File: src/ll_exec_defs.svh
// Constants for the load-linked execution unit
`ifndef LL_EXEC_DEFS_SVH
`define LL_EXEC_DEFS_SVH

`define LL_OFFSET_W 9
`define LL_WORD_ALIGN_MASK 32'h0000_0003
`define LL_PAIR_ALIGN_MASK 32'h0000_0007
`define LL_ZERO_REG 5'h00
`define LL_LINK_ADDR_RESET 32'h0000_0000

`endif

File: src/ll_exec_pkg.sv
// Types and decode helpers for the load-linked execution unit
package ll_exec_pkg;

   typedef enum logic [1:0] {
      OP_USER_WORD = 2'b00,
      OP_PAIRED = 2'b01,
      OP_USER_PAIRED = 2'b10,
      OP_ILLEGAL = 2'b11
   } ll_op_t;

   typedef enum logic [2:0] {
      EXC_NONE = 3'b000,
      EXC_TLB_REFILL = 3'b001,
      EXC_TLB_INVALID = 3'b010,
      EXC_ADDR_ERROR = 3'b011,
      EXC_RESERVED_INSTR = 3'b100,
      EXC_WATCH = 3'b101,
      EXC_COP_UNUSABLE = 3'b110
   } exc_code_t;

   typedef enum logic [1:0] {
      SEG_UNMAPPED_SUP_KERNEL = 2'b00,
      SEG_MAPPED_SUP_KERNEL = 2'b01,
      SEG_MAPPED_USER_KERNEL = 2'b10,
      SEG_KERNEL_ONLY = 2'b11
   } seg_mode_t;

   typedef enum logic [1:0] {
      ST_IDLE = 2'b00,
      ST_XLAT = 2'b01,
      ST_MEM = 2'b10
   } ll_state_t;

   function automatic logic is_paired(input ll_op_t op);
      is_paired = (op == OP_PAIRED) || (op == OP_USER_PAIRED);
   endfunction : is_paired

   function automatic logic is_user_space(input ll_op_t op);
      is_user_space = (op == OP_USER_WORD) || (op == OP_USER_PAIRED);
   endfunction : is_user_space

endpackage : ll_exec_pkg

File: src/ll_addr_gen.sv
// Effective address and alignment check for linked loads
`include "ll_exec_defs.svh"

module ll_addr_gen (
   // Operation
   input wire ll_exec_pkg::ll_op_t op_i,
   input wire logic [31:0] base_i,
   input wire logic [`LL_OFFSET_W-1:0] offset_i,
   // Result
   output logic [31:0] vaddr_o,
   output logic misaligned_o
);

   logic [31:0] offset_ext;

   always_comb begin
      offset_ext = {{(32-`LL_OFFSET_W){offset_i[`LL_OFFSET_W-1]}}, offset_i};
      if (ll_exec_pkg::is_paired(op_i)) begin
         // Paired form has no offset
         vaddr_o = base_i;
         misaligned_o = |(base_i & `LL_PAIR_ALIGN_MASK);
      end else begin
         vaddr_o = base_i + offset_ext;
         misaligned_o = |((base_i + offset_ext) & `LL_WORD_ALIGN_MASK);
      end
   end

endmodule : ll_addr_gen

File: src/ll_link_state.sv
// Link flag and linked-address register
`include "ll_exec_defs.svh"

module ll_link_state (
   // Clock and reset
   input wire logic clk_i,
   input wire logic rst_i,
   // Control
   input wire logic set_i,
   input wire logic [31:0] set_addr_i,
   input wire logic clear_i,
   // State
   output logic link_flag_o,
   output logic [31:0] linked_addr_o
);

   logic [31:1] addr_reg;
   logic [31:1] addr_next;
   logic flag_reg;
   logic flag_next;
   localparam logic [31:0] LINK_ADDR_RESET = `LL_LINK_ADDR_RESET;

   always_comb begin
      addr_next = addr_reg;
      flag_next = flag_reg;
      // Set beats a clear in the same cycle
      if (clear_i) begin
         flag_next = 1'b0;
      end
      if (set_i) begin
         flag_next = 1'b1;
         addr_next = set_addr_i[31:1];
      end
   end

   always_ff @(posedge clk_i) begin
      if (rst_i) begin
         addr_reg <= LINK_ADDR_RESET[31:1];
         flag_reg <= 1'b0;
      end else begin
         addr_reg <= addr_next;
         flag_reg <= flag_next;
      end
   end

   assign link_flag_o = flag_reg;
   assign linked_addr_o = {addr_reg, flag_reg};

endmodule : ll_link_state

File: src/load_linked_execution_unit.sv
// Execution unit for the word and paired linked loads
`include "ll_exec_defs.svh"

// How it works
// - Word address is base plus sign-extended 9-bit offset; paired address is base alone.
// - Aligned word fetched and written to target_reg.
// - Low two address bits nonzero raise address error.
// - One sequence; each linked load restarts it.
// - Linked load sends nothing to other processors.
// - Abandoned sequence never touches memory.
// - User-space ops use user map, three segments.
// - User word load needs enhanced addressing enabled.
// - Location must be synchronizable by all sharers.
// - Paired reads 64 bits; low target, high second.
// - Paired success sets flag and records address.
// - Recorded paired address is doubleword aligned.
// - Paired load needs no-extended-pair flag zero.
// - User paired needs flag zero and addressing one.
// - Zero destinations still open a sequence.
// - User word exceptions include coprocessor unusable.
// - Paired exceptions: refill, invalid, RI, AE, watch.
module load_linked_execution_unit (
   // Clock and reset
   input wire logic clk_i,
   input wire logic rst_i,
   // Configuration
   input wire logic enhanced_virtual_addressing_i,
   input wire logic no_extended_pair_flag_i,
   input wire logic cop0_usable_i,
   // Issue from pipeline
   input wire logic issue_valid_i,
   input wire ll_exec_pkg::ll_op_t issue_op_i,
   input wire logic [31:0] base_i,
   input wire logic [`LL_OFFSET_W-1:0] offset_i,
   input wire logic [4:0] target_reg_i,
   input wire logic [4:0] second_reg_i,
   output logic busy_o,
   // Link clear from elsewhere in the core
   input wire logic link_clear_i,
   // Address translation
   output logic xlat_req_o,
   output logic [31:0] xlat_vaddr_o,
   output logic xlat_user_map_o,
   input wire logic xlat_ack_i,
   input wire logic [31:0] xlat_paddr_i,
   input wire ll_exec_pkg::seg_mode_t xlat_seg_mode_i,
   input wire logic xlat_refill_i,
   input wire logic xlat_invalid_i,
   input wire logic xlat_watch_i,
   // Memory read
   output logic mem_req_o,
   output logic [31:0] mem_addr_o,
   output logic mem_pair_o,
   input wire logic mem_ack_i,
   input wire logic [63:0] mem_rdata_i,
   // Register writeback
   output logic wb_valid_o,
   output logic [4:0] wb_reg_o,
   output logic [31:0] wb_data_o,
   output logic wb2_valid_o,
   output logic [4:0] wb2_reg_o,
   output logic [31:0] wb2_data_o,
   // Exception
   output logic exc_valid_o,
   output ll_exec_pkg::exc_code_t exc_code_o,
   // Link state
   output logic link_flag_o,
   output logic [31:0] linked_addr_o
);

   ////////////////////////////////////////////////////////////////////////
   logic [31:0] vaddr;
   logic misaligned;
   logic link_set;
   logic issue_take;
   ll_exec_pkg::exc_code_t issue_exc;

   ll_exec_pkg::ll_state_t state_reg, state_next;
   ll_exec_pkg::ll_op_t op_reg, op_next;
   logic [4:0] dst_reg, dst_next;
   logic [4:0] rd_reg, rd_next;
   logic busy_reg, busy_next;
   logic xreq_reg, xreq_next;
   logic [31:0] xvaddr_reg, xvaddr_next;
   logic xuser_reg, xuser_next;
   logic mreq_reg, mreq_next;
   logic [31:0] maddr_reg, maddr_next;
   logic mpair_reg, mpair_next;
   logic wb_reg, wb_next;
   logic [31:0] wbd_reg, wbd_next;
   logic wb2_reg, wb2_next;
   logic [31:0] wb2d_reg, wb2d_next;
   logic exc_reg, exc_next;
   ll_exec_pkg::exc_code_t code_reg, code_next;

   ll_addr_gen u_addr (
      .op_i(issue_op_i),
      .base_i(base_i),
      .offset_i(offset_i),
      .vaddr_o(vaddr),
      .misaligned_o(misaligned)
   );

   // Only set after a clean memory return, so faults leave it alone
   ll_link_state u_link (
      .clk_i(clk_i),
      .rst_i(rst_i),
      .set_i(link_set),
      .set_addr_i(maddr_reg),
      .clear_i(link_clear_i),
      .link_flag_o(link_flag_o),
      .linked_addr_o(linked_addr_o)
   );

   ////////////////////////////////////////////////////////////////////////
   // Early checks, in priority order
   always_comb begin
      issue_exc = ll_exec_pkg::EXC_NONE;
      unique case (issue_op_i)
         ll_exec_pkg::OP_USER_WORD: begin
            if (!enhanced_virtual_addressing_i) begin
               issue_exc = ll_exec_pkg::EXC_RESERVED_INSTR;
            end else if (!cop0_usable_i) begin
               issue_exc = ll_exec_pkg::EXC_COP_UNUSABLE;
            end else if (misaligned) begin
               issue_exc = ll_exec_pkg::EXC_ADDR_ERROR;
            end
         end
         ll_exec_pkg::OP_PAIRED: begin
            if (no_extended_pair_flag_i) begin
               issue_exc = ll_exec_pkg::EXC_RESERVED_INSTR;
            end else if (misaligned) begin
               issue_exc = ll_exec_pkg::EXC_ADDR_ERROR;
            end
         end
         ll_exec_pkg::OP_USER_PAIRED: begin
            if (no_extended_pair_flag_i || !enhanced_virtual_addressing_i) begin
               issue_exc = ll_exec_pkg::EXC_RESERVED_INSTR;
            end else if (!cop0_usable_i) begin
               issue_exc = ll_exec_pkg::EXC_COP_UNUSABLE;
            end else if (misaligned) begin
               issue_exc = ll_exec_pkg::EXC_ADDR_ERROR;
            end
         end
         default: begin
            issue_exc = ll_exec_pkg::EXC_RESERVED_INSTR;
         end
      endcase
   end

   assign issue_take = issue_valid_i && (state_reg == ll_exec_pkg::ST_IDLE);

   ////////////////////////////////////////////////////////////////////////
   always_comb begin
      state_next = state_reg;
      op_next = op_reg;
      dst_next = dst_reg;
      rd_next = rd_reg;
      busy_next = busy_reg;
      xreq_next = xreq_reg;
      xvaddr_next = xvaddr_reg;
      xuser_next = xuser_reg;
      mreq_next = mreq_reg;
      maddr_next = maddr_reg;
      mpair_next = mpair_reg;
      wb_next = 1'b0;
      wbd_next = wbd_reg;
      wb2_next = 1'b0;
      wb2d_next = wb2d_reg;
      exc_next = 1'b0;
      code_next = code_reg;
      link_set = 1'b0;
      unique case (state_reg)
         ll_exec_pkg::ST_IDLE: begin
            if (issue_take) begin
               op_next = issue_op_i;
               dst_next = target_reg_i;
               rd_next = second_reg_i;
               if (issue_exc != ll_exec_pkg::EXC_NONE) begin
                  // No translation, no read, no writeback
                  exc_next = 1'b1;
                  code_next = issue_exc;
               end else begin
                  state_next = ll_exec_pkg::ST_XLAT;
                  busy_next = 1'b1;
                  xreq_next = 1'b1;
                  xvaddr_next = vaddr;
                  xuser_next = ll_exec_pkg::is_user_space(issue_op_i);
               end
            end
         end
         ll_exec_pkg::ST_XLAT: begin
            if (xlat_ack_i) begin
               xreq_next = 1'b0;
               if (xuser_reg && xlat_seg_mode_i == ll_exec_pkg::SEG_KERNEL_ONLY) begin
                  exc_next = 1'b1;
                  code_next = ll_exec_pkg::EXC_ADDR_ERROR;
               end else if (xlat_refill_i) begin
                  exc_next = 1'b1;
                  code_next = ll_exec_pkg::EXC_TLB_REFILL;
               end else if (xlat_invalid_i) begin
                  exc_next = 1'b1;
                  code_next = ll_exec_pkg::EXC_TLB_INVALID;
               end else if (xlat_watch_i) begin
                  exc_next = 1'b1;
                  code_next = ll_exec_pkg::EXC_WATCH;
               end
               if (exc_next) begin
                  state_next = ll_exec_pkg::ST_IDLE;
                  busy_next = 1'b0;
               end else begin
                  // Read only: the unit has no memory write path at all
                  state_next = ll_exec_pkg::ST_MEM;
                  mreq_next = 1'b1;
                  maddr_next = ll_exec_pkg::is_paired(op_reg) ? {xlat_paddr_i[31:3], 3'h0} : xlat_paddr_i;
                  mpair_next = ll_exec_pkg::is_paired(op_reg);
               end
            end
         end
         ll_exec_pkg::ST_MEM: begin
            if (mem_ack_i) begin
               state_next = ll_exec_pkg::ST_IDLE;
               busy_next = 1'b0;
               mreq_next = 1'b0;
               // Writes to register zero are still issued; file ignores them
               wb_next = 1'b1;
               wbd_next = mem_rdata_i[31:0];
               wb2_next = mpair_reg;
               wb2d_next = mem_rdata_i[63:32];
               // Link opens even with both destinations zero
               link_set = 1'b1;
            end
         end
         default: begin
            state_next = ll_exec_pkg::ST_IDLE;
            busy_next = 1'b0;
            xreq_next = 1'b0;
            mreq_next = 1'b0;
         end
      endcase
   end

   always_ff @(posedge clk_i) begin
      if (rst_i) begin
         state_reg <= ll_exec_pkg::ST_IDLE;
         op_reg <= ll_exec_pkg::OP_USER_WORD;
         dst_reg <= `LL_ZERO_REG;
         rd_reg <= `LL_ZERO_REG;
         busy_reg <= 1'b0;
         xreq_reg <= 1'b0;
         xvaddr_reg <= 32'h0000_0000;
         xuser_reg <= 1'b0;
         mreq_reg <= 1'b0;
         maddr_reg <= 32'h0000_0000;
         mpair_reg <= 1'b0;
         wb_reg <= 1'b0;
         wbd_reg <= 32'h0000_0000;
         wb2_reg <= 1'b0;
         wb2d_reg <= 32'h0000_0000;
         exc_reg <= 1'b0;
         code_reg <= ll_exec_pkg::EXC_NONE;
      end else begin
         state_reg <= state_next;
         op_reg <= op_next;
         dst_reg <= dst_next;
         rd_reg <= rd_next;
         busy_reg <= busy_next;
         xreq_reg <= xreq_next;
         xvaddr_reg <= xvaddr_next;
         xuser_reg <= xuser_next;
         mreq_reg <= mreq_next;
         maddr_reg <= maddr_next;
         mpair_reg <= mpair_next;
         wb_reg <= wb_next;
         wbd_reg <= wbd_next;
         wb2_reg <= wb2_next;
         wb2d_reg <= wb2d_next;
         exc_reg <= exc_next;
         code_reg <= code_next;
      end
   end

   // Nothing is broadcast outward, so remote links are never disturbed
   assign busy_o = busy_reg;
   assign xlat_req_o = xreq_reg;
   assign xlat_vaddr_o = xvaddr_reg;
   assign xlat_user_map_o = xuser_reg;
   assign mem_req_o = mreq_reg;
   assign mem_addr_o = maddr_reg;
   assign mem_pair_o = mpair_reg;
   assign wb_valid_o = wb_reg;
   assign wb_reg_o = dst_reg;
   assign wb_data_o = wbd_reg;
   assign wb2_valid_o = wb2_reg;
   assign wb2_reg_o = rd_reg;
   assign wb2_data_o = wb2d_reg;
   assign exc_valid_o = exc_reg;
   assign exc_code_o = code_reg;
endmodule : load_linked_execution_unit

File: config.mk
export PLATFORM = sky130hd
export DESIGN_NAME = load_linked_execution_unit
export DESIGN_NICKNAME = d
export VERILOG_FILES = /design/src/ll_exec_pkg.sv /design/src/ll_addr_gen.sv /design/src/ll_link_state.sv /design/src/load_linked_execution_unit.sv
export VERILOG_INCLUDE_DIRS = /design/src
export SDC_FILE = /design/constraint.sdc
export NUM_CORES = 1
export LEC_CHECK = 0
export BUFFER_PORTS_ARGS = -buffer_cell sky130_fd_sc_hd__buf_2
export CELL_PAD_IN_SITES_DETAIL_PLACEMENT = 0
export CELL_PAD_IN_SITES_GLOBAL_PLACEMENT = 1
export CORE_UTILIZATION = 34
export DETAILED_ROUTE_END_ITERATION = 10
export GPL_TIMING_DRIVEN = 1
export PLACE_DENSITY_LB_ADDON = 0.1
export SYNTH_ARGS = -nofsm -noshare
export SYNTH_HDL_FRONTEND = slang
export SYNTH_SLANG_ARGS = --single-unit
File: constraint.sdc
create_clock -name clk_i -period 3.7 [get_ports clk_i]
set_input_delay 0.74 -clock clk_i [delete_from_list [all_inputs] [get_ports clk_i]]
set_output_delay 0.74 -clock clk_i [all_outputs]
set_load 0.01 [all_outputs]
==> results of run 1 <==
through the flow:
step / power, mW / utilization
after floorplan: 2.53 / -
after global placement: 2.80 / 0.431
after detailed placement: 2.80 / 0.431
after CTS: 4.61 / 0.454
after global routing: 4.77 / 0.455
final: 4.54 / 0.455
power groups by stage:
stage / registers [mW] / logic (mW) / clock network (mW)
floorplan: 2.12 / 0.405 / 0
global placement: 2.10 / 0.693 / 0
detailed placement: 2.10 / 0.691 / 0
CTS: 2.06 / 0.695 / 1.86
global route: 2.06 / 0.767 / 1.94
finish: 2.06 / 0.689 / 1.80
synth_stat cells (all sizes together) (11+ instances only):
| cell | n |
|---|---|
| ha | 35 |
| o21ai | 45 |
| nor3 | 20 |
| nand2 | 307 |
| a21oi | 181 |
| dfxtp | 185 |
| a211oi | 17 |
| xnor2 | 12 |
| a31oi | 15 |
| clkbuf | 68 |
| xor2 | 11 |
| inv | 11 |
| nor2 | 43 |
| a21o | 15 |
per-layer routing:
layer	routed length (um)	track usage	share of wire
met4	385	0.0628	0.014
met2	13500	0.372	0.48
met3	1640	0.0509	0.059
met5	0	0	0
met1	12400	0.265	0.45
critical path, stage by stage:
cell and delay (ns):
buf_2 0.15, buf_4 0.29, ha_1 0.33, and4_2 0.22, o2111a_1 0.14, o21a_1 0.14, o311ai_0 0.60, a21oi_1 0.24
a41oi_1 0.30, xor2_1 0.16, o21ai_0 0.09, o211a_1 0.15
worst min-delay path by stage:
stage,start,to,slack (ns),cells past startpoint
after floorplan,op_reg[1],op_reg[1],0.45,2
after global placement,mem_addr_o[0],mem_addr_o[0],0.44,2
after detailed placement,wb_data_o[19],wb_data_o[19],0.44,2
after CTS,u_link.addr_reg[11],u_link.addr_reg[11],0.45,2
after global routing,wb_data_o[15],wb_data_o[15],0.47,2
final,mem_addr_o[0],mem_addr_o[0],0.45,2
logic make-up (layout without fill, tap and decap cells):
family / count (synthesis) / after routing / synth area share
buf+inv: 84 / 403 / 0.0377
xor+xnor: 23 / 23 / 0.0238
flops: 185 / 185 / 0.437
mux: 7 / 7 / 0.00842
compound gates: 321 / 321 / 0.223
fa+ha+maj: 36 / 36 / 0.0541
simple gates: 433 / 433 / 0.215
other cells: 0 / 4 / 0
layout by cell type (no fill, tap or decap), types with 13 or more instances in the layout:
master     instances
a211oi_1          17
a21o_1            13
a21oi_1          181
a31oi_1           14
buf_2            343
buf_4             13
clkbuf_16         17
dfxtp_1          185
ha_1              34
nand2_1          307
nor2_1            43
nor3_1            20
o21ai_0           44
area by class of cell:
class	count	area share
Antenna cell	4	0.000903
Clock buffer	17	0.0384
Clock inverter	14	0.0134
Inverter	11	0.00372
Multi-Input combinational cell	820	0.401
Sequential cell	185	0.334
Tap cell	324	0.0366
Timing Repair Buffer	361	0.172
==> reports/results.ini, run 1 <==
[die]
die_height_um = 160
fp.dieArea_mm2 = 0.0255
core_mm2 = 0.0244
initial_core_util = 0.347
die_w_um = 160
num_io_pins = 345
rows = 57

[clocking]
clock_latency_ns = 0.44
cts_root_buf = clkbuf_16
clk_pin_slew_ns = 0.08
clockBufferDepth = 2
cts_num_sinks = 185
post_cts_buffers = 0
cts_buffers = 17
hold_buffers = 0
post_cts_resized = 0
cts_tree = done
h-tree-depth = 4

[detailed_routing]
drtAntennaViolNets = 0
wl_per_cell_um = 16.1
drt_iter0_markers = 536
dr.pass1.iters = 5
wirelength_um = 27900
drc_errors = 0
via_per_inst = 4.89
vias = 8493

[grt]
antenna_found_initial = 4
grt_pass1_wl_um = 43600
grtUsageTotal = 0.215
grt_max_degree = 96
grt_pass1_vias = 7951
grt_overflow = 0

[layout]
multi_input_area_mm2 = 0.00445
area_delta_synth_final_pct = 31.0
post-route-cell-area_mm2 = 0.0111
final_nets = 1595
layout-drive-gt1-share = 0.287
nFillCells = 2644
final_cells = 1736
regArea_mm2 = 0.00370

[logic_synthesis]
synthArstFlopShare = 0
yosysTopAreaCell = dfxtp_1
netlist_area_mm2 = 0.00847
synthTopCellsByArea = dfxtp_1 44%, nand2_1 14%, a21oi_1 11%
syn-instance-count = 1089
ys_ff_latch = 185
synth.distinct_cells = 60
synthesis.nets = 1288
yosysWarnings = 0
netlist.area_leader.share = 0.437
seq_area_frac_synth = 0.437
ys.flop_type = dfxtp_1
synth_edf_count = 0
avgSynthCellArea_um2 = 7.77

[critical_path]
rrSetupSlack_ns = 1.48
r2r_end = wb_data_o[13]
crit_required_ns = 4.03
crit_arrival_ns = 3.56
cp-endpoint = xlat_vaddr_o[29]
critical_path_class = in -> reg
timing.rr.start = state_reg[1]
startpoint_type = input pin
cp_max_fo = 20
crit_start = offset_i[8]
end_kind = flip-flop
worstRegToRegCells = 4

[sta]
hold_viol = 0
tightest_slew_ns = 0.973
fin_hold_ws_ns = 0.450
finalCritPeriodShare = 0.873
setup_tns_ns = 0
fmax_mhz = 310
worst_clock_skew_ns = 0.0206
setup_viol = 0
slew_violations = 0
relSlewSlack = 0.349
rsz0062_at_grt = false
worst_slack_ns = 0.470
fin_crit_ns = 3.23

[power]
leakage_nw = 4.98
vdd_drop_max_mv = 0.202
swShare = 0.288
sequentialPowerShare = 0.453
p_clk_frac = 0.395
intPower_mw = 3.23
switchingPower_mw = 1.31
power_density_mw_per_mm2 = 410
pwr-share-comb = 0.152

[place]
post-place-ws_ns = 0.0390
dpl_cell_area_mm2 = 0.0105
place.gp.congestion = 0.801
dp_hpwl_um = 20100
io_buffers = 344
dp_cells = 1701

[flow_run]
cap_violations = 0

[status]
status = finished clean

[hold_path]
hp-class = reg -> reg

No activity file was read; power rests on OpenSTA's default activity.
==> run 2: changes to the inputs <==
BUFFER_PORTS_ARGS = -buffer_cell sky130_fd_sc_hd__buf_4   (was -buffer_cell sky130_fd_sc_hd__buf_2)
==> reports/results.ini, run 2 (synthesis results as in run 1) <==
[sta]
fmax_mhz = 323  ; +4.3%
tightest_slew_ns = 0.955  ; -0.0179 ns
slew_violations = 0  ; unchanged
setup_tns_ns = 0  ; unchanged
fin_crit_ns = 3.10  ; -0.132 ns
hold_viol = 0  ; unchanged
finalCritPeriodShare = 0.837  ; -0.0357
rsz0062_at_grt = false
setup_viol = 0  ; unchanged
worst_clock_skew_ns = 0.0158  ; -0.00484 ns
relSlewSlack = 0.361  ; +0.0119

[critical_path]
startpoint_type = input pin
crit_arrival_ns = 3.46  ; -0.10 ns
crit_required_ns = 4.06  ; +0.03 ns
worstRegToRegCells = 5  ; +1
cp_common_cell = o31a_1
cp_cell_sequence = buf_4, ha_1, inv_1, fa_1, nor2b_1, o31a_1, o31a_1, a41o_1, a21o_4, a31oi_4, o41ai_1, or4b_1, a31oi_1
slowest_stage = or4b_1
rrSetupSlack_ns = 1.53  ; +0.05 ns
critPathTopFamily = compound AO/OA/AOI/OAI gates
cp.buffers_inverters = 2  ; unchanged
cp_max_fo = 5  ; -75%
end_kind = flip-flop
r2r_end = mem_addr_o[14]
critical_path_class = in -> reg
critPathMaxStageDelay_ns = 0.48  ; -0.12 ns
timing.rr.start = state_reg[0]

[hold_path]
worstHoldStart = mem_addr_o[0]
holdPathEnd = mem_addr_o[0]
hp-class = reg -> reg
whs_path_depth = 2  ; unchanged

[clocking]
cts_tree = done
clk_pin_slew_ns = 0.08  ; about the same
post_cts_buffers = 0  ; unchanged
post_cts_resized = 0  ; unchanged
hold_buffers = 0  ; unchanged
h-tree-depth = 4  ; unchanged
cts_num_sinks = 185  ; unchanged
clockBufferDepth = 2  ; unchanged
cts_buffers = 17  ; unchanged
cts_root_buf = clkbuf_16
clock_latency_ns = 0.44  ; about the same

[place]
place.gp.congestion = 0.832  ; +3.8%
io_buffers = 344  ; unchanged
dp_hpwl_um = 20400  ; +1.9%

[layout]
final_nets = 1598  ; +0.19%
final_cell_mix = 361 x buf_4, 307 x nand2_1, 185 x dfxtp_1
area_delta_synth_final_pct = 41.5
final_util = 0.491  ; +0.0366
nFillCells = 2487  ; -5.9%
layout-drive-gt1-share = 0.289  ; +0.00202
final_common_cell = buf_4

[grt]
grt_pass1_vias = 7831  ; -1.5%
antenna_found_initial = 1  ; -3
grt_max_degree = 71  ; -26%
grt_pass1_wl_um = 43500  ; -0.13%
grt_overflow = 0  ; unchanged
grtUsageTotal = 0.216  ; +0.000397

[die]
core_mm2 = 0.0244  ; unchanged
initial_core_util = 0.347  ; unchanged
rows = 57  ; unchanged
fp.dieArea_mm2 = 0.0255  ; unchanged
die_height_um = 160  ; unchanged
num_io_pins = 345  ; unchanged
die_w_um = 160  ; unchanged

[detailed_routing]
vias = 8519  ; +0.31%
via_per_inst = 4.90  ; +0.25%
wl_per_cell_um = 16.3  ; +1.6%
drtAntennaViolNets = 0  ; unchanged
drt_iter0_markers = 615  ; +15%
wirelength_um = 28400  ; +1.7%
dr.pass1.iters = 5  ; unchanged
drc_errors = 0  ; unchanged

[status]
status = finished clean

[power]
vdd_drop_max_mv = 0.253  ; +25%
leakage_nw = 5.13  ; +3.0%
power_density_mw_per_mm2 = 393  ; -4.1%

[flow_run]
cap_violations = 0  ; unchanged

## run 2: changes by cell type in the layout (fill, tap and decap cells not counted), sizes merged
cell | before | now
clkinvlp | 1 | 0
diode | 4 | 1
clkinv | 5 | 7
buf | 361 | 364
## run 2: stage by stage
| stage | hold slack, ns | worst slack, ns | cells | power [mW] | cell area [um^2] |
|---|---|---|---|---|---|
| 6_report | 0.455 | 0.602 | 1737 | 4.71 | 12000 |
| 5_1_grt | 0.469 | 0.487 | 1737 | 4.93 | 12000 |
| 3_3_place_gp | 0.439 | 0.202 | 1704 | 2.86 | 11400 |
| 2_1_floorplan | 0.449 | 0.528 | 1089 | 2.53 | 8470 |
| 3_5_place_dp | 0.445 | 0.182 | 1704 | 2.86 | 11400 |
| 4_1_cts | 0.457 | 0.618 | 1736 | 4.76 | 12000 |
## run 2: worst max path at each step
stage	from	endpoint	slack, ns	cells past startpoint
finish	base_i[0]	xlat_vaddr_o[28]	0.60	13
CTS	base_i[0]	xlat_vaddr_o[24]	0.62	13
global route	base_i[0]	xlat_vaddr_o[28]	0.49	13
detailed placement	base_i[0]	xlat_vaddr_o[24]	0.18	13
floorplan	base_i[11]	xlat_vaddr_o[28]	0.53	10
global placement	base_i[0]	xlat_vaddr_o[28]	0.20	13
## run 2: final cells by class
| class | instances | area [um^2] | area share |
|---|---|---|---|
| well taps | 324 | 405 | 0.0338 |
| repair buffers | 364 | 2760 | 0.230 |
| multi-input cells | 820 | 4450 | 0.371 |
| inverters | 11 | 41.3 | 0.00345 |
| diodes | 1 | 2.50 | 0.000209 |
| clock inverters | 15 | 193 | 0.0161 |
| flip-flops and latches | 185 | 3700 | 0.309 |
| clock buffers | 17 | 425 | 0.0355 |
## run 2: power by group
group | switching (mW) | internal, mW | total, mW | leakage, nW
combinational | 0.392 | 0.363 | 0.755 | 3.33
clock | 0.962 | 0.930 | 1.89 | 0.300
sequential | 0.0261 | 2.03 | 2.06 | 1.50
## run 2: layer usage
layer	routed length [um]	GRT usage	up-vias
met5	0	0	-
met4	512	0.0645	0
met3	1750	0.0519	26
met2	13700	0.375	259
met1	12400	0.262	3863
li1	-	-	4371
## run 2: tightest hold or removal path: cells and delay by family (launching register included)
kind / cells / cell delay (ns)
AOI/OAI and AO/OA: 1 / 0.05
DFF: 1 / 0.32
and+or+nand+nor: 1 / 0.05
